$ cat src/charger_irq_pkg.sv
// shared constants and types for the charger interrupt mask block
package charger_irq_pkg;
  localparam logic [7:0] MASK_FAULTS_ADDR = 8'h1e;
  localparam logic [7:0] MASK_EVENTS_ADDR = 8'h1f;
  localparam logic [7:0] IRQ_AND_OTG_STATUS_ADDR = 8'h20;
  localparam logic [7:0] CAUSE_LOW_ADDR = 8'h3c;
  localparam logic [7:0] CAUSE_MID_ADDR = 8'h3d;
  localparam logic [7:0] CAUSE_HIGH_ADDR = 8'h3e;
  localparam logic [7:0] MASK_FAULTS_RESET = 8'h00;
  localparam logic [7:0] MASK_EVENTS_RESET = 8'h00;
  localparam logic MASK_BUS_ERROR_RESET = 1'b0;
  localparam logic [7:0] POINTER_RESET = 8'h00;
  localparam int MASK_BUS_ERROR_BIT = 7;
  localparam int NUM_EVENTS = 17;
  localparam int EVT_THERMAL = 0;
  localparam int EVT_REGULATOR = 1;
  localparam int EVT_CHG_BAT_OV = 2;
  localparam int EVT_SAFETY_TIMER = 3;
  localparam int EVT_OTG_BATTERY = 4;
  localparam int EVT_INPUT_WINDOW = 5;
  localparam int EVT_BAT_GOOD_DROP = 6;
  localparam int EVT_CHARGE_DONE = 7;
  localparam int EVT_OTG_TEMP = 8;
  localparam int EVT_SUSPEND = 9;
  localparam int EVT_HIGH_IMP = 10;
  localparam int EVT_DATA_READY = 11;
  localparam int EVT_LIGHT_LOAD = 12;
  localparam int EVT_HICCUP = 13;
  localparam int EVT_WATCHDOG = 14;
  localparam int EVT_SWITCH_OC = 15;
  localparam int EVT_BUS_ERROR = 16;
  localparam logic [2:0] OTG_HICCUP_CODE = 3'h3;
  localparam logic [2:0] OTG_LIGHT_LOAD_CODE = 3'h4;
  // value is arbitrary
  localparam logic [6:0] DEFAULT_DEV_ADDR = 7'h09;
  localparam logic [3:0] BITS_PER_BYTE = 4'h8;
  localparam int SYNC_WIDTH = 27;
  // bus clock and data idle high, so their sync stages start there
  localparam logic [SYNC_WIDTH-1:0] SYNC_RESET = 27'h6000000;
  typedef enum logic [3:0] {
    ST_IDLE = 4'h0,
    ST_ADDR = 4'h1,
    ST_ADDR_ACK = 4'h2,
    ST_REG = 4'h3,
    ST_REG_ACK = 4'h4,
    ST_WDATA = 4'h5,
    ST_WDATA_ACK = 4'h6,
    ST_RDATA = 4'h7,
    ST_RDATA_ACK = 4'h8
  } i2c_state_t;
endpackage : charger_irq_pkg

$ cat src/irq_chan_if.sv
// one interrupt event channel between the register logic and its latch
`timescale 1ns/1ps
interface irq_chan_if;
  logic level;
  logic mask;
  logic clear;
  logic pending;
  modport chan (input level, input mask, input clear, output pending);
  modport ctrl (output level, output mask, output clear, input pending);
endinterface : irq_chan_if

$ cat src/irq_event_chan.sv
// edge detector and pending latch for one interrupt event
`timescale 1ns/1ps
module irq_event_chan (
  input wire logic core_clk,
  input wire logic reset_n,
  irq_chan_if.chan chan
);
  logic levelPrev;
  logic pendingFlag;
  logic rise;

  assign rise = chan.level && !levelPrev;
  assign chan.pending = pendingFlag;

  // reset high so a level already true after reset is not an edge
  always_ff @(posedge core_clk or negedge reset_n) begin
    if (!reset_n) begin
      levelPrev <= 1'b1;
    end else begin
      levelPrev <= chan.level;
    end
  end

  // masked edges are dropped: unmasking later raises no stale alert
  always_ff @(posedge core_clk or negedge reset_n) begin
    if (!reset_n) begin
      pendingFlag <= 1'b0;
    end else if (rise && !chan.mask) begin
      pendingFlag <= 1'b1;
    end else if (chan.clear) begin
      pendingFlag <= 1'b0;
    end
  end
endmodule : irq_event_chan

$ cat src/charger_irq_mask_logic.sv
// interrupt mask logic with serial register port for the charger
// Notes on behaviour
// - charge terminated or full raises alert unless masked
// - battery-good falling edge raises alert unless masked
// - charge-mode input over/undervoltage raises alert unless masked
// - reverse-mode battery cutoff or overvoltage raises alert
// - either safety timer expiring in charge raises alert
// - charge-mode battery overvoltage raises alert unless masked
// - regulator overcurrent or undervoltage raises alert
// - thermal shutdown raises alert unless masked
// - power switch overcurrent raises alert unless masked
// - watchdog expiry raises alert unless masked
// - entering hiccup state raises alert unless masked
// - entering light-load-disable raises alert unless masked
// - converter data-ready rising edge raises alert
// - entering high-impedance state raises alert unless masked
// - entering charge suspend raises alert unless masked
// - reverse-mode battery hot or cold raises alert
// - serial bus or command fault raises alert
`timescale 1ns/1ps
module charger_irq_mask_logic #(
  parameter logic [6:0] DEV_ADDR = charger_irq_pkg::DEFAULT_DEV_ADDR
) (
  input wire logic core_clk,
  input wire logic reset_n,
  input wire logic sclIn,
  input wire logic sdaIn,
  output logic sdaOut,
  output logic sdaOe_n,
  output logic hostAlertPin_n,
  input wire logic chargeMode,
  input wire logic reverseSupplyMode,
  input wire logic chargeTerminatedState,
  input wire logic chargeFullState,
  input wire logic batteryGood,
  input wire logic chargeInputFault,
  input wire logic lowBatteryTimerExpired,
  input wire logic fastChargeTimerExpired,
  input wire logic chargeBatteryOvervolt,
  input wire logic regulatorFault,
  input wire logic thermalShutdown,
  input wire logic switchOvercurrent,
  input wire logic watchdogExpired,
  input wire logic [2:0] otgState,
  input wire logic converterDataReady,
  input wire logic highImpedanceState,
  input wire logic chargeSuspend,
  input wire logic otgBatteryHot,
  input wire logic otgBatteryCold,
  input wire logic otgBatteryCutoff,
  input wire logic otgBatteryOvervolt,
  input wire logic otgBatteryCc,
  input wire logic otgOutputCc
);
  localparam int NEV = charger_irq_pkg::NUM_EVENTS;

  if (DEV_ADDR[6:3] == 4'h0 || DEV_ADDR[6:3] == 4'hf) begin : g_bad_addr
    $error("device address lies in a reserved serial bus range");
  end

  logic [charger_irq_pkg::SYNC_WIDTH-1:0] rawIn;
  logic [charger_irq_pkg::SYNC_WIDTH-1:0] syncA;
  logic [charger_irq_pkg::SYNC_WIDTH-1:0] syncB;
  logic sclS, sdaS, chgS, otgS, termS, fullS, goodS, inFaultS;
  logic lowTmrS, fastTmrS, chgOvS, regFaultS, thermS, switchOcS, wdogS;
  logic [2:0] otgStateS;
  logic dataRdyS, hizS, suspendS, hotS, coldS, cutoffS, batOvS, batCcS, outCcS;
  logic sclPrev;
  logic sdaPrev;
  logic startSeen, stopSeen, sclRise, sclFall;

  charger_irq_pkg::i2c_state_t state;
  logic [3:0] bitCnt;
  logic [7:0] shiftIn;
  logic [7:0] txShift;
  logic [7:0] ptr;
  logic rwBit;
  logic masterAck;
  logic inByte, byteDone, addrMatch, loadTx, wrStrobe, wrMapped;
  logic [7:0] readData;
  logic busErrorPulse;

  logic [7:0] maskFaults;
  logic [7:0] maskEvents;
  logic maskBusError;
  logic [NEV-1:0] eventLevel;
  logic [NEV-1:0] maskVec;
  logic [NEV-1:0] clearVec;
  logic [NEV-1:0] pendVec;

  // every pin and analog flag crosses into core_clk through two flops
  assign rawIn = {sclIn, sdaIn, chargeMode, reverseSupplyMode, chargeTerminatedState,
    chargeFullState, batteryGood, chargeInputFault, lowBatteryTimerExpired,
    fastChargeTimerExpired, chargeBatteryOvervolt, regulatorFault, thermalShutdown,
    switchOvercurrent, watchdogExpired, otgState, converterDataReady, highImpedanceState,
    chargeSuspend, otgBatteryHot, otgBatteryCold, otgBatteryCutoff, otgBatteryOvervolt,
    otgBatteryCc, otgOutputCc};

  always_ff @(posedge core_clk or negedge reset_n) begin
    if (!reset_n) begin
      syncA <= charger_irq_pkg::SYNC_RESET;
      syncB <= charger_irq_pkg::SYNC_RESET;
    end else begin
      syncA <= rawIn;
      syncB <= syncA;
    end
  end

  assign {sclS, sdaS, chgS, otgS, termS, fullS, goodS, inFaultS, lowTmrS, fastTmrS,
    chgOvS, regFaultS, thermS, switchOcS, wdogS, otgStateS, dataRdyS, hizS, suspendS,
    hotS, coldS, cutoffS, batOvS, batCcS, outCcS} = syncB;

  // idle bus is high; resetting these high avoids a false start
  always_ff @(posedge core_clk or negedge reset_n) begin
    if (!reset_n) begin
      sclPrev <= 1'b1;
      sdaPrev <= 1'b1;
    end else begin
      sclPrev <= sclS;
      sdaPrev <= sdaS;
    end
  end

  assign startSeen = sclS && sclPrev && sdaPrev && !sdaS;
  assign stopSeen = sclS && sclPrev && !sdaPrev && sdaS;
  assign sclRise = sclS && !sclPrev;
  assign sclFall = !sclS && sclPrev;

  assign inByte = state == charger_irq_pkg::ST_ADDR || state == charger_irq_pkg::ST_REG ||
    state == charger_irq_pkg::ST_WDATA;
  assign byteDone = bitCnt == charger_irq_pkg::BITS_PER_BYTE;
  assign addrMatch = shiftIn[7:1] == DEV_ADDR;
  assign wrStrobe = sclFall && state == charger_irq_pkg::ST_WDATA && byteDone;
  assign wrMapped = ptr == charger_irq_pkg::MASK_FAULTS_ADDR ||
    ptr == charger_irq_pkg::MASK_EVENTS_ADDR || ptr == charger_irq_pkg::IRQ_AND_OTG_STATUS_ADDR;
  assign loadTx = sclFall && ((state == charger_irq_pkg::ST_ADDR_ACK && rwBit) ||
    (state == charger_irq_pkg::ST_RDATA_ACK && masterAck));

  // byte-level serial slave state
  always_ff @(posedge core_clk or negedge reset_n) begin
    if (!reset_n) begin
      state <= charger_irq_pkg::ST_IDLE;
      bitCnt <= 4'h0;
      shiftIn <= 8'h00;
      rwBit <= 1'b0;
      masterAck <= 1'b0;
    end else if (startSeen) begin
      state <= charger_irq_pkg::ST_ADDR;
      bitCnt <= 4'h0;
    end else if (stopSeen) begin
      state <= charger_irq_pkg::ST_IDLE;
      bitCnt <= 4'h0;
    end else if (sclRise) begin
      if (inByte) begin
        shiftIn <= {shiftIn[6:0], sdaS};
      end
      if (inByte || state == charger_irq_pkg::ST_RDATA) begin
        bitCnt <= bitCnt + 4'h1;
      end
      if (state == charger_irq_pkg::ST_RDATA_ACK) begin
        masterAck <= !sdaS;
      end
    end else if (sclFall) begin
      case (state)
        charger_irq_pkg::ST_ADDR: begin
          if (byteDone) begin
            state <= addrMatch ? charger_irq_pkg::ST_ADDR_ACK : charger_irq_pkg::ST_IDLE;
            rwBit <= shiftIn[0];
          end
        end
        charger_irq_pkg::ST_ADDR_ACK: begin
          state <= rwBit ? charger_irq_pkg::ST_RDATA : charger_irq_pkg::ST_REG;
          bitCnt <= 4'h0;
        end
        charger_irq_pkg::ST_REG: begin
          if (byteDone) begin
            state <= charger_irq_pkg::ST_REG_ACK;
          end
        end
        charger_irq_pkg::ST_REG_ACK, charger_irq_pkg::ST_WDATA_ACK: begin
          state <= charger_irq_pkg::ST_WDATA;
          bitCnt <= 4'h0;
        end
        charger_irq_pkg::ST_WDATA: begin
          if (byteDone) begin
            state <= charger_irq_pkg::ST_WDATA_ACK;
          end
        end
        charger_irq_pkg::ST_RDATA: begin
          if (byteDone) begin
            state <= charger_irq_pkg::ST_RDATA_ACK;
          end
        end
        charger_irq_pkg::ST_RDATA_ACK: begin
          state <= masterAck ? charger_irq_pkg::ST_RDATA : charger_irq_pkg::ST_IDLE;
          bitCnt <= 4'h0;
        end
        default: begin
          state <= charger_irq_pkg::ST_IDLE;
        end
      endcase
    end
  end

  // data pin: only ever pulled low, changed on falling clock edges
  always_ff @(posedge core_clk or negedge reset_n) begin
    if (!reset_n) begin
      sdaOe_n <= 1'b1;
    end else if (startSeen || stopSeen) begin
      sdaOe_n <= 1'b1;
    end else if (sclFall) begin
      case (state)
        charger_irq_pkg::ST_ADDR: sdaOe_n <= !(byteDone && addrMatch);
        charger_irq_pkg::ST_REG, charger_irq_pkg::ST_WDATA: sdaOe_n <= !byteDone;
        charger_irq_pkg::ST_ADDR_ACK: sdaOe_n <= !(rwBit && !readData[7]);
        charger_irq_pkg::ST_RDATA: sdaOe_n <= byteDone || txShift[6];
        charger_irq_pkg::ST_RDATA_ACK: sdaOe_n <= !(masterAck && !readData[7]);
        default: sdaOe_n <= 1'b1;
      endcase
    end
  end

  always_ff @(posedge core_clk or negedge reset_n) begin
    if (!reset_n) begin
      sdaOut <= 1'b0;
    end else begin
      sdaOut <= 1'b0;
    end
  end

  always_ff @(posedge core_clk or negedge reset_n) begin
    if (!reset_n) begin
      txShift <= 8'h00;
    end else if (loadTx) begin
      txShift <= readData;
    end else if (sclFall && state == charger_irq_pkg::ST_RDATA && !byteDone) begin
      txShift <= {txShift[6:0], 1'b0};
    end
  end

  // register pointer auto-increments after each byte written and as each read byte is loaded
  always_ff @(posedge core_clk or negedge reset_n) begin
    if (!reset_n) begin
      ptr <= charger_irq_pkg::POINTER_RESET;
    end else if (sclFall && state == charger_irq_pkg::ST_REG && byteDone) begin
      ptr <= shiftIn;
    end else if (wrStrobe || loadTx) begin
      ptr <= ptr + 8'h01;
    end
  end

  // start or stop after two or more bits of a byte, or a write to no mask
  // register; a legal stop or repeated start always follows one clock
  always_ff @(posedge core_clk or negedge reset_n) begin
    if (!reset_n) begin
      busErrorPulse <= 1'b0;
    end else begin
      busErrorPulse <= ((startSeen || stopSeen) && bitCnt > 4'h1 &&
        (inByte || state == charger_irq_pkg::ST_RDATA)) || (wrStrobe && !wrMapped);
    end
  end

  always_ff @(posedge core_clk or negedge reset_n) begin
    if (!reset_n) begin
      maskFaults <= charger_irq_pkg::MASK_FAULTS_RESET;
      maskEvents <= charger_irq_pkg::MASK_EVENTS_RESET;
      maskBusError <= charger_irq_pkg::MASK_BUS_ERROR_RESET;
    end else if (wrStrobe) begin
      if (ptr == charger_irq_pkg::MASK_FAULTS_ADDR) begin
        maskFaults <= shiftIn;
      end
      if (ptr == charger_irq_pkg::MASK_EVENTS_ADDR) begin
        maskEvents <= shiftIn;
      end
      if (ptr == charger_irq_pkg::IRQ_AND_OTG_STATUS_ADDR) begin
        maskBusError <= shiftIn[charger_irq_pkg::MASK_BUS_ERROR_BIT];
      end
    end
  end

  // status low bits are live mirrors; cause bytes clear as they are read
  always_comb begin
    readData = 8'h00;
    case (ptr)
      charger_irq_pkg::MASK_FAULTS_ADDR: readData = maskFaults;
      charger_irq_pkg::MASK_EVENTS_ADDR: readData = maskEvents;
      charger_irq_pkg::IRQ_AND_OTG_STATUS_ADDR: begin
        readData = {maskBusError, batCcS, outCcS, cutoffS, batOvS, otgStateS};
      end
      charger_irq_pkg::CAUSE_LOW_ADDR: readData = pendVec[7:0];
      charger_irq_pkg::CAUSE_MID_ADDR: readData = pendVec[15:8];
      charger_irq_pkg::CAUSE_HIGH_ADDR: readData = {7'h00, pendVec[16]};
      default: readData = 8'h00;
    endcase
  end

  always_comb begin
    clearVec = '0;
    if (loadTx) begin
      case (ptr)
        charger_irq_pkg::CAUSE_LOW_ADDR: clearVec[7:0] = 8'hff;
        charger_irq_pkg::CAUSE_MID_ADDR: clearVec[15:8] = 8'hff;
        charger_irq_pkg::CAUSE_HIGH_ADDR: clearVec[16] = 1'b1;
        default: clearVec = '0;
      endcase
    end
  end

  assign maskVec = {maskBusError, maskEvents, maskFaults};

  always_comb begin
    eventLevel = '0;
    eventLevel[charger_irq_pkg::EVT_CHARGE_DONE] = termS || fullS;
    eventLevel[charger_irq_pkg::EVT_BAT_GOOD_DROP] = !goodS;
    eventLevel[charger_irq_pkg::EVT_INPUT_WINDOW] = chgS && inFaultS;
    eventLevel[charger_irq_pkg::EVT_OTG_BATTERY] = otgS && (cutoffS || batOvS);
    eventLevel[charger_irq_pkg::EVT_SAFETY_TIMER] = chgS && (lowTmrS || fastTmrS);
    eventLevel[charger_irq_pkg::EVT_CHG_BAT_OV] = chgS && chgOvS;
    eventLevel[charger_irq_pkg::EVT_REGULATOR] = regFaultS;
    eventLevel[charger_irq_pkg::EVT_THERMAL] = thermS;
    eventLevel[charger_irq_pkg::EVT_SWITCH_OC] = switchOcS;
    eventLevel[charger_irq_pkg::EVT_WATCHDOG] = wdogS;
    eventLevel[charger_irq_pkg::EVT_HICCUP] = otgStateS == charger_irq_pkg::OTG_HICCUP_CODE;
    eventLevel[charger_irq_pkg::EVT_LIGHT_LOAD] =
      otgStateS == charger_irq_pkg::OTG_LIGHT_LOAD_CODE;
    eventLevel[charger_irq_pkg::EVT_DATA_READY] = dataRdyS;
    eventLevel[charger_irq_pkg::EVT_HIGH_IMP] = hizS;
    eventLevel[charger_irq_pkg::EVT_SUSPEND] = chgS && suspendS;
    eventLevel[charger_irq_pkg::EVT_OTG_TEMP] = otgS && (hotS || coldS);
    eventLevel[charger_irq_pkg::EVT_BUS_ERROR] = busErrorPulse;
  end

  irq_chan_if chanIf [NEV] ();

  for (genvar k = 0; k < NEV; k++) begin : g_chan
    assign chanIf[k].level = eventLevel[k];
    assign chanIf[k].mask = maskVec[k];
    assign chanIf[k].clear = clearVec[k];
    assign pendVec[k] = chanIf[k].pending;
    irq_event_chan u_chan (
      .core_clk(core_clk),
      .reset_n(reset_n),
      .chan(chanIf[k])
    );
  end

  always_ff @(posedge core_clk or negedge reset_n) begin
    if (!reset_n) begin
      hostAlertPin_n <= 1'b1;
    end else begin
      hostAlertPin_n <= !(|pendVec);
    end
  end
endmodule : charger_irq_mask_logic

$ cat config.mk
export PLATFORM = sky130hd
export DESIGN_NAME = charger_irq_mask_logic
export DESIGN_NICKNAME = d
export VERILOG_FILES = /design/src/charger_irq_pkg.sv /design/src/irq_chan_if.sv /design/src/irq_event_chan.sv /design/src/charger_irq_mask_logic.sv
export SDC_FILE = /design/constraint.sdc
export NUM_CORES = 1
export LEC_CHECK = 0
export ABC_CLOCK_PERIOD_IN_PS = 2100
export BUFFER_PORTS_ARGS = -buffer_cell sky130_fd_sc_hd__buf_2
export CELL_PAD_IN_SITES_DETAIL_PLACEMENT = 1
export CELL_PAD_IN_SITES_GLOBAL_PLACEMENT = 1
export CORE_MARGIN = 3
export CORE_UTILIZATION = 45
export DETAILED_ROUTE_END_ITERATION = 8
export PLACE_DENSITY = 0.78
export SLEW_MARGIN = 20
export SYNTH_ARGS = -nofsm -noshare
export SYNTH_HDL_FRONTEND = slang
export SYNTH_SLANG_ARGS = --single-unit
$ cat constraint.sdc
create_clock -name core_clk -period 2.1 [get_ports core_clk]
set_input_delay 0.42 -clock core_clk [delete_from_list [all_inputs] [get_ports core_clk]]
set_output_delay 0.42 -clock core_clk [all_outputs]
set_load 0.005 [all_outputs]
# Word-level counts from Yosys, hierarchy flattened
# Index checks and enable logic that the tools add are counted.
[word_totals] reg_bits=143 latchBits=0 ramBits=0 rom_bits=0 in_bits=29 out_inout_bits=3 elab_cells=302 memories=0
[op_classes] addsub=2 n_mul=0 div=0 n_lt_le_gt_ge=1 n_eq_ne=24 shift=0 mux=64 n_bitwise=3 reduce_logical=157
[ops] operator="1-bit logical AND" count=62
[ops] operator="4-bit two-way mux" count=14
[ops] operator="8-bit one-hot mux with 6 select lines" count=1
[ops] operator="1-bit zero test" count=46
[ops] operator="2-bit nonzero test" count=20
[ops] operator="1-bit two-way mux" count=37
[ops] operator="8-bit by 6-bit equality test with 1-bit output, second input constant" count=4
[ops] operator="8-bit two-way mux" count=4
[ops] operator="4-bit one-hot mux with 7 select lines" count=1
[ops] operator="17-bit two-way mux" count=1
[ops] operator="17-bit OR reduction" count=1
[ops] operator="4-bit by 3-bit equality test with 1-bit output, second input constant" count=4
[ops] operator="8-bit by 5-bit equality test with 1-bit output, second input constant" count=2
[ops] operator="4-bit inequality test, second input constant" count=4
[ops] operator="1-bit logical OR" count=14
[ops] operator="7-bit two-way mux" count=2
[ops] operator="6-bit AND reduction" count=2
[ops] operator="8-bit by 1-bit adder with 8-bit output, second input constant" count=1
[ops] operator="4-bit by 2-bit equality test with 1-bit output, second input constant" count=2
[ops] operator="4-bit equality test, second input constant" count=2
[ops] operator="4-bit AND reduction" count=2
[ops] operator="4-bit nonzero test" count=2
[ops] operator="7-bit by 4-bit equality test with 1-bit output, second input constant" count=1
[ops] operator="3-bit two-way mux" count=2
[ops] operator="other kinds (15)" count=20

# Depth between registers and ports, before layout
# Gate-level depths: netlist (run 1).
[logic_depth] word_depth=8 mapped_depth=9

# Modules after synthesis
# A second synthesis (run 1) with hierarchy kept.
[unflattened] hier_cells=495 area_unflattened_um2=6052.1
[by_module_without_submodules] mod="charger_irq_mask_logic" instances=1 cells_each=410 area_each_um2=4775.8 seq_area_each_um2=2737.6
[by_module_without_submodules] mod="irq_event_chan" instances=17 cells_each=5 area_each_um2=75.1 seq_area_each_um2=51.3

# Least setup slack after synthesis (run 1)
# OpenSTA, ideal clock, no wires.
[synth_path] path_kind="reg-to-reg" start="reg sclPrev" end="reg ptr[3]" arrival_time_ps=1918 slack_ps=56 stages_incl_launch_ff=7 n_path_buf=1 period_less_slack_ps=2044 cell_sequence="dfstp_2 ha_1 nand4b_1 or4_1 buf_2 o21ai_0 o2bb2a_1"
[synth_via] elab_chain_len=5
[synth_rtl] element="from (decl)" line_no="charger_irq_mask_logic.sv:68" text="logic sclPrev;"
[synth_rtl] element="from (signal assigned)" line_no="charger_irq_mask_logic.sv:119" text="sclPrev <= sclS;"
[synth_rtl] element="1-bit logical AND (*)" line_no="charger_irq_mask_logic.sv:127" text="assign sclFall = !sclS && sclPrev;"
[synth_rtl] element="1-bit logical AND (2 in a row)" line_no="charger_irq_mask_logic.sv:133" text="assign wrStrobe = sclFall && state == charger_irq_pkg::ST_WDATA && byteDone;"
[synth_rtl] element="1-bit logical OR" line_no="charger_irq_mask_logic.sv:247" text="end else if (wrStrobe || loadTx) begin"
[synth_rtl] element="2-bit nonzero test (no source line)"
[synth_rtl] element="to (signal assigned)" line_no="charger_irq_mask_logic.sv:244" text="ptr <= charger_irq_pkg::POINTER_RESET;"
[synth_rtl] element="to (signal assigned)" line_no="charger_irq_mask_logic.sv:246" text="ptr <= shiftIn;"
[synth_rtl] element="to (signal assigned)" line_no="charger_irq_mask_logic.sv:248" text="ptr <= ptr + 8'h01;"
[synth_rtl] element="to (decl)" line_no="charger_irq_mask_logic.sv:76" text="logic [7:0] ptr;"
# Every way passes the cells marked *; elsewhere a longest branch is shown, timed or not.
# A chain may end at the register's enable or synchronous reset.

# Worst setup path after layout (run 1)
[layout_path] start="reg ptr[0]" end="reg txShift[3]"
[layout_via] elab_chain_len=3
[layout_rtl] element="8-bit by 6-bit equality test with 1-bit output or 8-bit by 5-bit equality test with 1-bit output (tied branches)" line_no="charger_irq_mask_logic.sv:284" text="case (ptr)"
[layout_rtl] element="8-bit one-hot mux with 6 select lines (*)" line_no="charger_irq_mask_logic.sv:284"
[layout_rtl] element="7-bit two-way mux (*)" line_no="charger_irq_mask_logic.sv:234" text="end else if (loadTx) begin"
[layout_rtl] element="to (signal assigned)" line_no="charger_irq_mask_logic.sv:235" text="txShift <= readData;"
[layout_rtl] element="to (signal assigned)" line_no="charger_irq_mask_logic.sv:237" text="txShift <= {txShift[6:0], 1'b0};"
[layout_rtl] element="to (decl)" line_no="charger_irq_mask_logic.sv:75" text="logic [7:0] txShift;"
# Marked as above.

==> metrics.txt, run 1 <==
Critical Path Source Type flop; Die Y-Extent 120 µm; area of the die 14300 µm²; setup TNS 0 ns; largest net degree at the start of global routing 49; Reg area 3610 µm²; post-DR wirelength/cell 22.2 µm; Residual DRC 0; WP buf/inv 2; CTS tree built; vias in the first global route 4674; total congestion overflow 0; CP Class reg2reg; Worst Skew 0.00817 ns; Detailed Place HPWL 10500 µm; Seq/Total Area, Yosys 0.621; Fin. Hold Viols 0; Final Wtd Congestion 0.891; Worst VDD drop 0.000744 V; Tmin final 2.08 ns; mean post-synth cell area 12.2 µm²; status finished clean; fillers 1266; Switching Share 0.239; drt initial violations 367; Synth Register Bits 143; FP Rows 40; Syn Inst Count 476; # diodes 0; Vias/cell 5.83; FFs w/ async S/R, synth 1.00; Leak Pwr 0.00312 µW; mapped cell area 5810 µm²; setup violators final 0; first-pass GRT wire length 25100 µm; simple-gate area share of the yosys netlist 0.129; cell taking the most area after synthesis dfrtp_1; initial antenna violation count 0; number of flops mapped to enable cells by yosys 0; Bufs on Longest Clock Path 2; NetSw 1540 µW; Crit path required time 2.46 ns; Antenna Violating Nets Remaining 0; Top FF cell, synth dfrtp_1; main combinational cell family by area after synthesis compound AO/OA/AOI/OAI gates; endpoint type of the worst setup path flop; Mapped Nets 515; H-tree depth 4; worst path cell trace inv_2, ha_2, or4bb_4, nor2_4, buf_6, a22oi_1, a21oi_1, o22a_1; fin nets 595; PortBufs 30; CP arrival 2.44 ns; Critical Path Fanout Max 6; max-slew violations 0; I/O pin cnt 32; hold_ws 0.0904 ns; multiplexer share of the synthesized area 0.0575; Logic pwr share 0.055; drt pass-1 iters 5; Flop pwr share 0.472; Worst-Skew Late Latency 0.43 ns; cell count after placement 695; Area Growth Syn to Fin 24.0%; Fmax 481 MHz; CTS sink cnt 143; Die Wd 120 µm; P_int 4920 µW; post-layout instance area 7210 µm²; Synth Area in Adders 0.0215; Worst path top cell family by delay simple AND/OR/NAND/NOR gates; layout cell share with drive strength beyond 1 0.335; core area 12300 µm²; Synth Warn # 0; fin crit share 0.990; root buf cell clkbuf_16; area fraction of the dominant cell type after synthesis 0.508; DP Area 6430 µm²; Vias 4283; Initial Utilization 0.472; critical path's slowest cell or4bb_4; clock share of power 0.473; main area contributors after synthesis dfrtp_1 (51%), dfstp_2 (11%), mux2_2 (5.2%); multi-input logic area 2190 µm²; XOR/XNOR Fraction of Synth Area 0; HP Class in2reg; count of non-filler cells in the finished layout 735; GRT Util Overall 0.231; Routed WL 16400 µm; flop2flop setup slack 0.02 ns; compound-cell area share of the yosys netlist 0.149; Critical Path Max Stage Delay 0.50 ns; Max-Cap Viols 0; Clk pin slew, worst setup/hold paths 0.06 ns; Yosys cell types 66; pwr/cell area 897 nW/µm²; CTS Buf Count 17
-- state kept, by name, indices dropped and copies added, names as in the netlist, 8 cells and up --
signal and flops:
maskFaults 8, ptr 8, syncA 27, shiftIn 8, syncB 27, g_chan.u_chan.levelPrev 17
g_chan.u_chan.chan.pending 17, maskEvents 8
-- worst reg2reg max path: cells and delay by family (launching register included) --
family / cells / cell delay, ns
adders and majority gates: 1 / 0.18
AOI/OAI and AO/OA: 3 / 0.50
buffers and inverters: 2 / 0.24
and+or+nand+nor: 2 / 0.70
DFF: 1 / 0.40
-- cell usage in the layout (no fill, tap or decap), types with 3 or more instances in the layout --
master      count
inv_1           8
inv_6           3
o31ai_1         4
o21a_1          5
nor3_1          8
buf_12          3
dfstp_2        25
bufinv_16       3
dfrtp_1       118
nor3b_1         3
mux2_2         27
inv_2           3
or3_1           3
or2_2           3
clkbuf_16      17
a22o_1         19
ha_1            7
nand4_1         4
nand2_1        40
a22oi_1        13
nor2_1         30
o21ai_1         3
nor2b_1         6
o21ai_0        13
buf_4          44
nand3_1         6
nor4_1          4
nor2_4          3
o211ai_1        4
a21oi_1        22
o22a_1          7
o22ai_1         5
and2_1          3
nand2b_1        7
buf_2          29
clkinvlp_4      4
-- cells by family after synthesis --
group                    Yosys count
AND/OR/NAND/NOR                  143
flip-flops                       143
AO/OA/AOI/OAI                    120
multiplexers                      30
buffers and inverters             29
adder cells (fa/ha/maj)           10
other                              1
-- timing repair --
item	in CTS	in global routing
setup endpoints to repair	11	39
resized for setup	7	22
hold endpoints to repair	35	0
pin swaps	1	7
hold buffers	1	0
setup buffers	4	5
-- per-layer routing --
layer	GRT usage	routed length [µm]
met4	0.113	547
met3	0.0631	1000
met2	0.384	8260
met1	0.279	6550
met5	0	0
-- through the flow --
step | utilization | setup WS [ns] | power (µW)
global placement | 0.522 | -0.0483 | 3390
detailed placement | 0.522 | -0.0658 | 3410
floorplan | - | 0.0557 | 3180
CTS | 0.576 | -0.00757 | 6480
global route | 0.585 | -0.0442 | 6690
finish | 0.585 | 0.0216 | 6460
-- layout make-up --
class                   instances  area share
repair buffers                 79      0.0788
well taps                     168      0.0292
multi-input cells             304       0.304
clock buffers                  18      0.0595
inverters                      11     0.00573
clock inverters                12      0.0222
flip-flops and latches        143       0.501
-- cells in the mapped netlist (2+ instances only) --
| master | number |
|---|---|
| o21ai_0 | 15 |
| o21a_1 | 5 |
| o31ai_1 | 4 |
| inv_1 | 11 |
| dfrtp_1 | 118 |
| a22o_1 | 19 |
| a31oi_1 | 2 |
| a21oi_1 | 22 |
| nand2_1 | 40 |
| and2_1 | 3 |
| a211o_1 | 2 |
| nor2_2 | 2 |
| nand2b_1 | 8 |
| o2bb2ai_1 | 2 |
| nand3b_1 | 2 |
| nand4_1 | 4 |
| or3_1 | 3 |
| nor4_1 | 6 |
| a22oi_1 | 13 |
| o211ai_1 | 4 |
| mux2i_1 | 3 |
| or2_1 | 2 |
| nor2b_1 | 6 |
| or2_2 | 3 |
| o22a_1 | 7 |
| buf_2 | 6 |
| buf_4 | 2 |
| o21ai_1 | 2 |
| clkbuf_1 | 10 |
| nor2_1 | 32 |
| nor3_1 | 8 |
| a222oi_1 | 2 |
| o22ai_1 | 6 |
| mux2_2 | 27 |
| nor3b_1 | 3 |
| ha_1 | 10 |
| dfstp_2 | 25 |
| nand4b_1 | 2 |
| nand3_1 | 8 |
-- final timing paths --
path | from | endpoint | cells past startpoint
worst max-delay path | ptr[0]$_DFFE_PN0P_ | txShift[3]$_DFFE_PN0P_ | 8
worst min-delay path | sclIn | syncA[26]$_DFF_PN1_ | 1
worst max register to register | ptr[0]$_DFFE_PN0P_ | txShift[3]$_DFFE_PN0P_ | 8
worst min register to register | syncA[1]$_DFF_PN0_ | syncB[1]$_DFF_PN0_ | 0
max in group asynchronous | reset_n | g_chan[2].u_chan.levelPrev$_DFF_PN1_ | 3
min in group asynchronous | reset_n | g_chan[0].u_chan.chan.pending$_DFFE_PN0P_ | 2
-- power groups by stage --
stage	Combinational [µW]	Sequential [µW]	Clock [µW]
floorplan	167	3020	0
global placement	310	3080	0
detailed placement	328	3090	0
CTS	336	3040	3100
global route	395	3060	3230
finish	354	3050	3060
Power figures use the tool's default switching activity.
==> inputs of run 2 (changes only) <==
--- a/config.mk
+++ b/config.mk
@@ -5,14 +5,14 @@
 export SDC_FILE = /design/constraint.sdc
 export NUM_CORES = 1
 export LEC_CHECK = 0
+export ABC_AREA = 1
 export ABC_CLOCK_PERIOD_IN_PS = 2100
 export BUFFER_PORTS_ARGS = -buffer_cell sky130_fd_sc_hd__buf_2
 export CELL_PAD_IN_SITES_DETAIL_PLACEMENT = 1
 export CELL_PAD_IN_SITES_GLOBAL_PLACEMENT = 1
-export CORE_MARGIN = 3
-export CORE_UTILIZATION = 45
+export CORE_UTILIZATION = 43
 export DETAILED_ROUTE_END_ITERATION = 8
-export PLACE_DENSITY = 0.78
+export PLACE_DENSITY = 0.77
 export SLEW_MARGIN = 20
 export SYNTH_ARGS = -nofsm -noshare
 export SYNTH_HDL_FRONTEND = slang
==> run 2 against run 1 <==
Cell count up 13%. Worst setup slack better by 0.065 ns. Synthesized cell count increased by 22%. Critical endpoint is now txShift[1]$_DFFE_PN0P_. Clock skew up 0.0017 ns. Sequential cell count unchanged. Core utilization fell by 6.4 points.
==> metrics.txt, run 2 <==
core area 13200 µm² (+7.1%); setup TNS 0 ns (unchanged); Hold Path Stages 1 (unchanged); Top FF cell, synth dfrtp_1; worst path cell trace inv_1, ha_1, inv_1, nor2_1, nand2_4, o211ai_1, o21bai_1, nand2_1, nand2_1, nand2_1; FF-to-FF End txShift[1]$_DFFE_PN0P_; Fmax 497 MHz (+3.2%); status finished clean; mean post-synth cell area 10.0 µm² (-18%); Antenna Violating Nets Remaining 0 (unchanged); Critical Path Fanout Max 10 (+4); cell taking the most area after synthesis dfrtp_1; cell with the most instances after synthesis dfrtp_1; post-DR wirelength/cell 18.1 µm (-18%); WP buf/inv 2 (unchanged); FP Rows 42 (+5.0%); first-pass GRT wire length 24900 µm (-0.57%); final worst slack 0.0865 ns (+0.0650 ns); Vias/cell 5.29 (-9.2%); Syn Inst Count 581 (+22%); Worst path top cell family by delay simple AND/OR/NAND/NOR gates; largest net degree at the start of global routing 53 (+8.2%); total power 6140 µW (-5.0%); Synth Register Bits 143 (unchanged); CTS Buf Count 17 (unchanged); Initial Utilization 0.440 (-0.0316); flop2flop setup slack 0.09 ns (+0.06 ns); Place WS 0.103 ns (+0.169 ns); RSZ-0062 raised after global routing true; Clk pin slew, worst setup/hold paths 0.06 ns (about the same); Yosys cell types 38 (-42%); hold_ws 0.0917 ns (+0.00129 ns); # diodes 0 (unchanged); Worst Reg-to-Reg Cells 10 (+2); drt pass-1 iters 5 (unchanged); Worst-Skew Late Latency 0.43 ns (about the same); mapped cell area 5810 µm² (about the same); Bufs on Longest Clock Path 2 (unchanged); pwr/cell area 892 nW/µm² (-0.55%); Leak Pwr 0.00321 µW (+3.0%); Critical R2R Launch ptr[0]$_DFFE_PN0P_; area of the die 14000 µm² (-2.4%); HP Class in2reg; Slew headroom 0.582; fin crit share 0.959 (-0.0309); fin nets 680 (+14%); Seq/Total Area, Yosys 0.621 (about the same); area fraction of the dominant cell type after synthesis 0.508 (about the same); root buf cell clkbuf_16; initial antenna violation count 0 (unchanged); max-slew violations 0 (unchanged); drt initial violations 405 (+10%); Area Growth Syn to Fin 18.5%; Tmin final 2.01 ns (-0.0650 ns); vias in the first global route 4793 (+2.5%); endpoint type of the worst setup path flop; Slew @ Worst Pin 0.627 ns; top flop regs syncA (27), syncB (27); I/O pin cnt 32 (unchanged); Max-Cap Viols 0 (unchanged); Final Wtd Congestion 0.848 (-4.8%); Reg area 3610 µm² (unchanged); total congestion overflow 0 (unchanged); PortBufs 30 (unchanged); CP Class reg2reg; Routed WL 15100 µm (-8.0%); FFs w/ async S/R, synth 1.00 (unchanged); Detailed Place HPWL 10400 µm (-1.3%); CP arrival 2.38 ns (-0.06 ns); layout cell share with drive strength beyond 1 0.205 (-0.130); Min-Delay Startpoint otgBatteryCutoff; H-tree depth 4 (unchanged); setup violators final 0 (unchanged); hold path endpoint syncA[3]$_DFF_PN0_; Critical Path Source Type flop; most frequent cells in the layout dfrtp_1 (118), nand2_1 (110), inv_1 (67); Worst VDD drop 0.000632 V (-15%); number of flops mapped to enable cells by yosys 0 (unchanged); Synth Warn # 0 (unchanged); main area contributors after synthesis dfrtp_1 (51%), dfstp_2 (11%), nand2_1 (7.2%); Residual DRC 0 (unchanged); GRT Util Overall 0.237 (+0.00567); CTS tree built; commonest non-fill, non-tap cell in the layout dfrtp_1; Die Y-Extent 118 µm (-1.2%); most numerous cell on the critical path nand2_1; Fin. Hold Viols 0 (unchanged); Mapped Nets 620 (+20%); Post-synth top cells dfrtp_1 (118), nand2_1 (111), inv_1 (69); fillers 1494 (+18%); Die Wd 118 µm (-1.2%); Crit path required time 2.46 ns (about the same); fin util 0.522 (-0.0636); Vias 4394 (+2.6%); critical path's slowest cell dfrtp_1; Worst Skew 0.00987 ns (+0.00170 ns); Critical Path Max Stage Delay 0.44 ns (-0.06 ns); CTS sink cnt 143 (unchanged); multi-input logic area 1870 µm² (-15%)
[run 2: cell count changes after synthesis, moves of 7 or more]
cell	before	now
nor2_1	32	40
nand2b_1	8	0
a22o_1	19	0
nand3_1	8	45
a21oi_1	22	9
a22oi_1	13	0
mux2_2	27	0
o21ai_0	15	39
o22a_1	7	0
inv_1	11	69
nand2_1	40	111
o21ai_1	2	28
clkbuf_1	10	0
[run 2: repair_timing]
action,CTS,global route
endpoints found under the setup margin,0,24
hold buffers,1,0
setup buffers,0,4
gates resized for setup,0,7
hold endpoints to repair,36,0
[run 2: how the worst max path moves through the flow]
stage                                startpoint                     end  slack, ns  depth (start not counted)
after floorplan             syncB[26]$_DFF_PN1_      ptr[6]$_DFFE_PN0P_       0.33                         11
after global placement       ptr[0]$_DFFE_PN0P_  txShift[6]$_DFFE_PN0P_       0.23                         10
after detailed placement  bitCnt[0]$_DFFE_PN0P_      ptr[7]$_DFFE_PN0P_       0.10                         12
after CTS                 bitCnt[0]$_DFFE_PN0P_      ptr[7]$_DFFE_PN0P_       0.08                         12
after global routing      bitCnt[0]$_DFFE_PN0P_      ptr[7]$_DFFE_PN0P_      -0.04                         12
final                        ptr[0]$_DFFE_PN0P_  txShift[1]$_DFFE_PN0P_       0.09                         10
[run 2: through the flow]
stage          instance area [µm²]  instances
2_1_floorplan                 5810        581
3_3_place_gp                  6240        793
3_5_place_dp                  6240        793
4_1_cts                       6840        826
5_1_grt                       6880        830
6_report                      6880        830
[run 2: cell families (layout without fill, tap and decap cells)]
logic type	after synthesis	count (layout)	share of synthesized area
AND/OR/NAND/NOR	231	231	0.183
flip-flops	143	143	0.621
AO/OA/AOI/OAI	109	109	0.107
buffers and inverters	82	155	0.0588
adder cells (fa/ha/maj)	10	10	0.0215
XOR/XNOR	5	5	0.00754
other	1	1	0.000646
[run 2: layout make-up]
type,instances,share of cell area
flip-flops and latches,143,0.525
multi-input cells,356,0.272
clock buffers,22,0.0704
repair buffers,49,0.0462
inverters,74,0.0404
well taps,176,0.0320
clock inverters,10,0.0147
[run 2: report_power, final]
| part | switching (µW) | internal, µW |
|---|---|---|
| clock network | 1190 | 1770 |
| logic | 169 | 78.5 |
| registers | 59.3 | 2870 |
| total | 1420 | 4720 |
[run 2: metal layers]
layer | wire length, µm | track usage
met1 | 6550 | 0.302
met2 | 7440 | 0.384
met3 | 729 | 0.0613
met4 | 325 | 0.0970
met5 | 0 | 0
==> inputs of run 3 (changes only) <==
--- a/config.mk
+++ b/config.mk
@@ -5,14 +5,13 @@
 export SDC_FILE = /design/constraint.sdc
 export NUM_CORES = 1
 export LEC_CHECK = 0
-export ABC_AREA = 1
 export ABC_CLOCK_PERIOD_IN_PS = 2100
 export BUFFER_PORTS_ARGS = -buffer_cell sky130_fd_sc_hd__buf_2
 export CELL_PAD_IN_SITES_DETAIL_PLACEMENT = 1
 export CELL_PAD_IN_SITES_GLOBAL_PLACEMENT = 1
-export CORE_UTILIZATION = 43
+export CORE_UTILIZATION = 45
 export DETAILED_ROUTE_END_ITERATION = 8
-export PLACE_DENSITY = 0.77
+export PLACE_DENSITY = 0.78
 export SLEW_MARGIN = 20
 export SYNTH_ARGS = -nofsm -noshare
 export SYNTH_HDL_FRONTEND = slang
==> run 3 against run 2 <==
Via count fell by 2.6%. Critical path depth fell by 2. Sequential cell count did not move. Clock power barely moved. Global-route usage rose by 2.0 points. Core utilization rose by 4.9 points. Clock skew fell by 0.0013 ns. Die area fell by 4.3%. Sequential power rose by 5%. Cell count fell by 11%. Non-clock buffer count rose by 29.
==> metrics.txt, run 3 (synthesis gave the netlist of run 1 again) <==
root buf cell clkbuf_16; Slew headroom 0.593 (+0.0112); endpoint type of the worst setup path flop; I/O pin cnt 32 (unchanged); Antenna Violating Nets Remaining 0 (unchanged); total congestion overflow 0 (unchanged); CP Class reg2reg; Final Wtd Congestion 0.856 (+0.92%); # diodes 0 (unchanged); count of non-filler cells in the finished layout 740 (-11%); Routed WL 15700 µm (+4.4%); most frequent cells in the layout dfrtp_1 (118), nand2_1 (40), buf_4 (39); setup violators final 0 (unchanged); Clk pin slew, worst setup/hold paths 0.06 ns (about the same); first-pass GRT wire length 24900 µm (+0.14%); drt initial violations 254 (-37%); post-DR wirelength/cell 21.2 µm (+17%); Residual DRC 0 (unchanged); area of the die 13400 µm² (-4.3%); fin util 0.571 (+0.0491); Worst-Skew Late Latency 0.42 ns (about the same); Tmin final 2.08 ns (+0.0686 ns); layout cell share with drive strength beyond 1 0.327 (+0.123); Die Wd 116 µm (-2.2%); FP Rows 41 (-2.4%); Slew @ Worst Pin 0.604 ns (-0.0223 ns); CTS sink cnt 143 (unchanged); CTS Buf Count 17 (unchanged); Die Y-Extent 116 µm (-2.2%); Vias 4279 (-2.6%); Fmax 480 MHz (-3.3%); fillers 1306 (-13%); Bufs on Longest Clock Path 2 (unchanged); commonest non-fill, non-tap cell in the layout dfrtp_1; PortBufs 30 (unchanged); Max-Cap Viols 0 (unchanged); GRT Util Overall 0.257 (+0.0199); flop2flop setup slack 0.02 ns (-0.07 ns); CP arrival 2.36 ns (-0.02 ns); largest net degree at the start of global routing 49 (-7.5%); drt pass-1 iters 5 (unchanged); cell count after placement 699 (-12%); Reg area 3610 µm² (unchanged); Worst Skew 0.00859 ns (-0.00128 ns); status finished clean; Fin. Hold Viols 0 (unchanged); multi-input logic area 2170 µm² (+16%); H-tree depth 4 (unchanged); Worst VDD drop 0.000719 V (+14%); pwr/cell area 880 nW/µm² (-1.3%); Leak Pwr 0.00313 µW (-2.6%); Detailed Place HPWL 10400 µm (-0.51%); Crit path required time 2.38 ns (-0.08 ns); RSZ-0062 raised after global routing true; top flop regs syncA (27), syncB (27); fin crit share 0.991 (+0.0327); vias in the first global route 4524 (-5.6%); Vias/cell 5.78 (+9.2%); fin nets 594 (-13%); Initial Utilization 0.461 (+0.0201); Critical Path Source Type flop; Critical Path Fanout Max 5 (-5); core area 12600 µm² (-4.3%); initial antenna violation count 0 (unchanged); max-slew violations 0 (unchanged); CTS tree built; HP Class in2reg; Area Growth Syn to Fin 23.9%
==> run 3: worst paths after layout <==
path | endpoint | cells past startpoint | from
setup / recovery | ptr[7]$_DFFE_PN0P_ | 8 | bitCnt[1]$_DFFE_PN0P_
setup reg to reg | ptr[7]$_DFFE_PN0P_ | 8 | bitCnt[1]$_DFFE_PN0P_
min in group asynchronous | maskFaults[0]$_DFFE_PN0P_ | 2 | reset_n
max in group asynchronous | g_chan[9].u_chan.levelPrev$_DFF_PN1_ | 3 | reset_n
hold reg to reg | syncB[20]$_DFF_PN0_ | 0 | syncA[20]$_DFF_PN0_
hold / removal | syncA[25]$_DFF_PN1_ | 1 | sdaIn
==> run 3: cell type report <==
cell class | instances | share of cell area
sequential | 143 | 0.501
clock inverter | 10 | 0.0156
timing repair buffer | 78 | 0.0799
inverter | 11 | 0.00573
clock buffer | 22 | 0.0658
multi-input combinational | 304 | 0.302
tap | 172 | 0.0299
==> run 3: per-layer routing <==
layer	global-route usage	vias up	wire [µm]
met5	0	-	0
met4	0.107	0	467
met3	0.0507	37	849
met2	0.430	133	7940
met1	0.328	2225	6450
li1	-	1884	-
==> run 3: critical path: stages (launching register included) <==
cell and delay, ns:
dfrtp_1 0.42, inv_2 0.09, ha_2 0.18, nand4b_1 0.18, or4_4 0.59, buf_12 0.15
buf_4 0.13, o211ai_1 0.07, o21ai_0 0.12
==> run 3: power by group <==
part | leakage, µW | switching (µW) | internal [µW]
sequential | 0.00170 | 163 | 2900
combinational | 0.00114 | 185 | 142
clock | 0.000286 | 1110 | 1830
total | 0.00313 | 1460 | 4880
==> run 3: metrics by stage <==
step	area, µm²	setup WS, ns	hold slack (ns)	setup TNS (ns)	total power (µW)
6_report	7200	0.0179	0.0930	0	6340
5_1_grt	7200	-0.0412	0.0906	-0.107	6550
4_1_cts	7020	0.0157	0.0882	0	6370
3_5_place_dp	6420	-0.0583	0.336	-0.0948	3420
3_3_place_gp	6420	-0.00741	0.331	-0.00741	3390
2_1_floorplan	5810	0.0557	0.124	0	3180
==> run 3: repair_timing <==
action / in CTS / in global routing
resized for setup: 2 / 27
buffers inserted: 0 / 7
pin swaps: 1 / 5
hold endpoints to repair: 30 / 0
setup endpoints to repair: 8 / 30
hold buffers: 1 / 0
cloned: 0 / 1
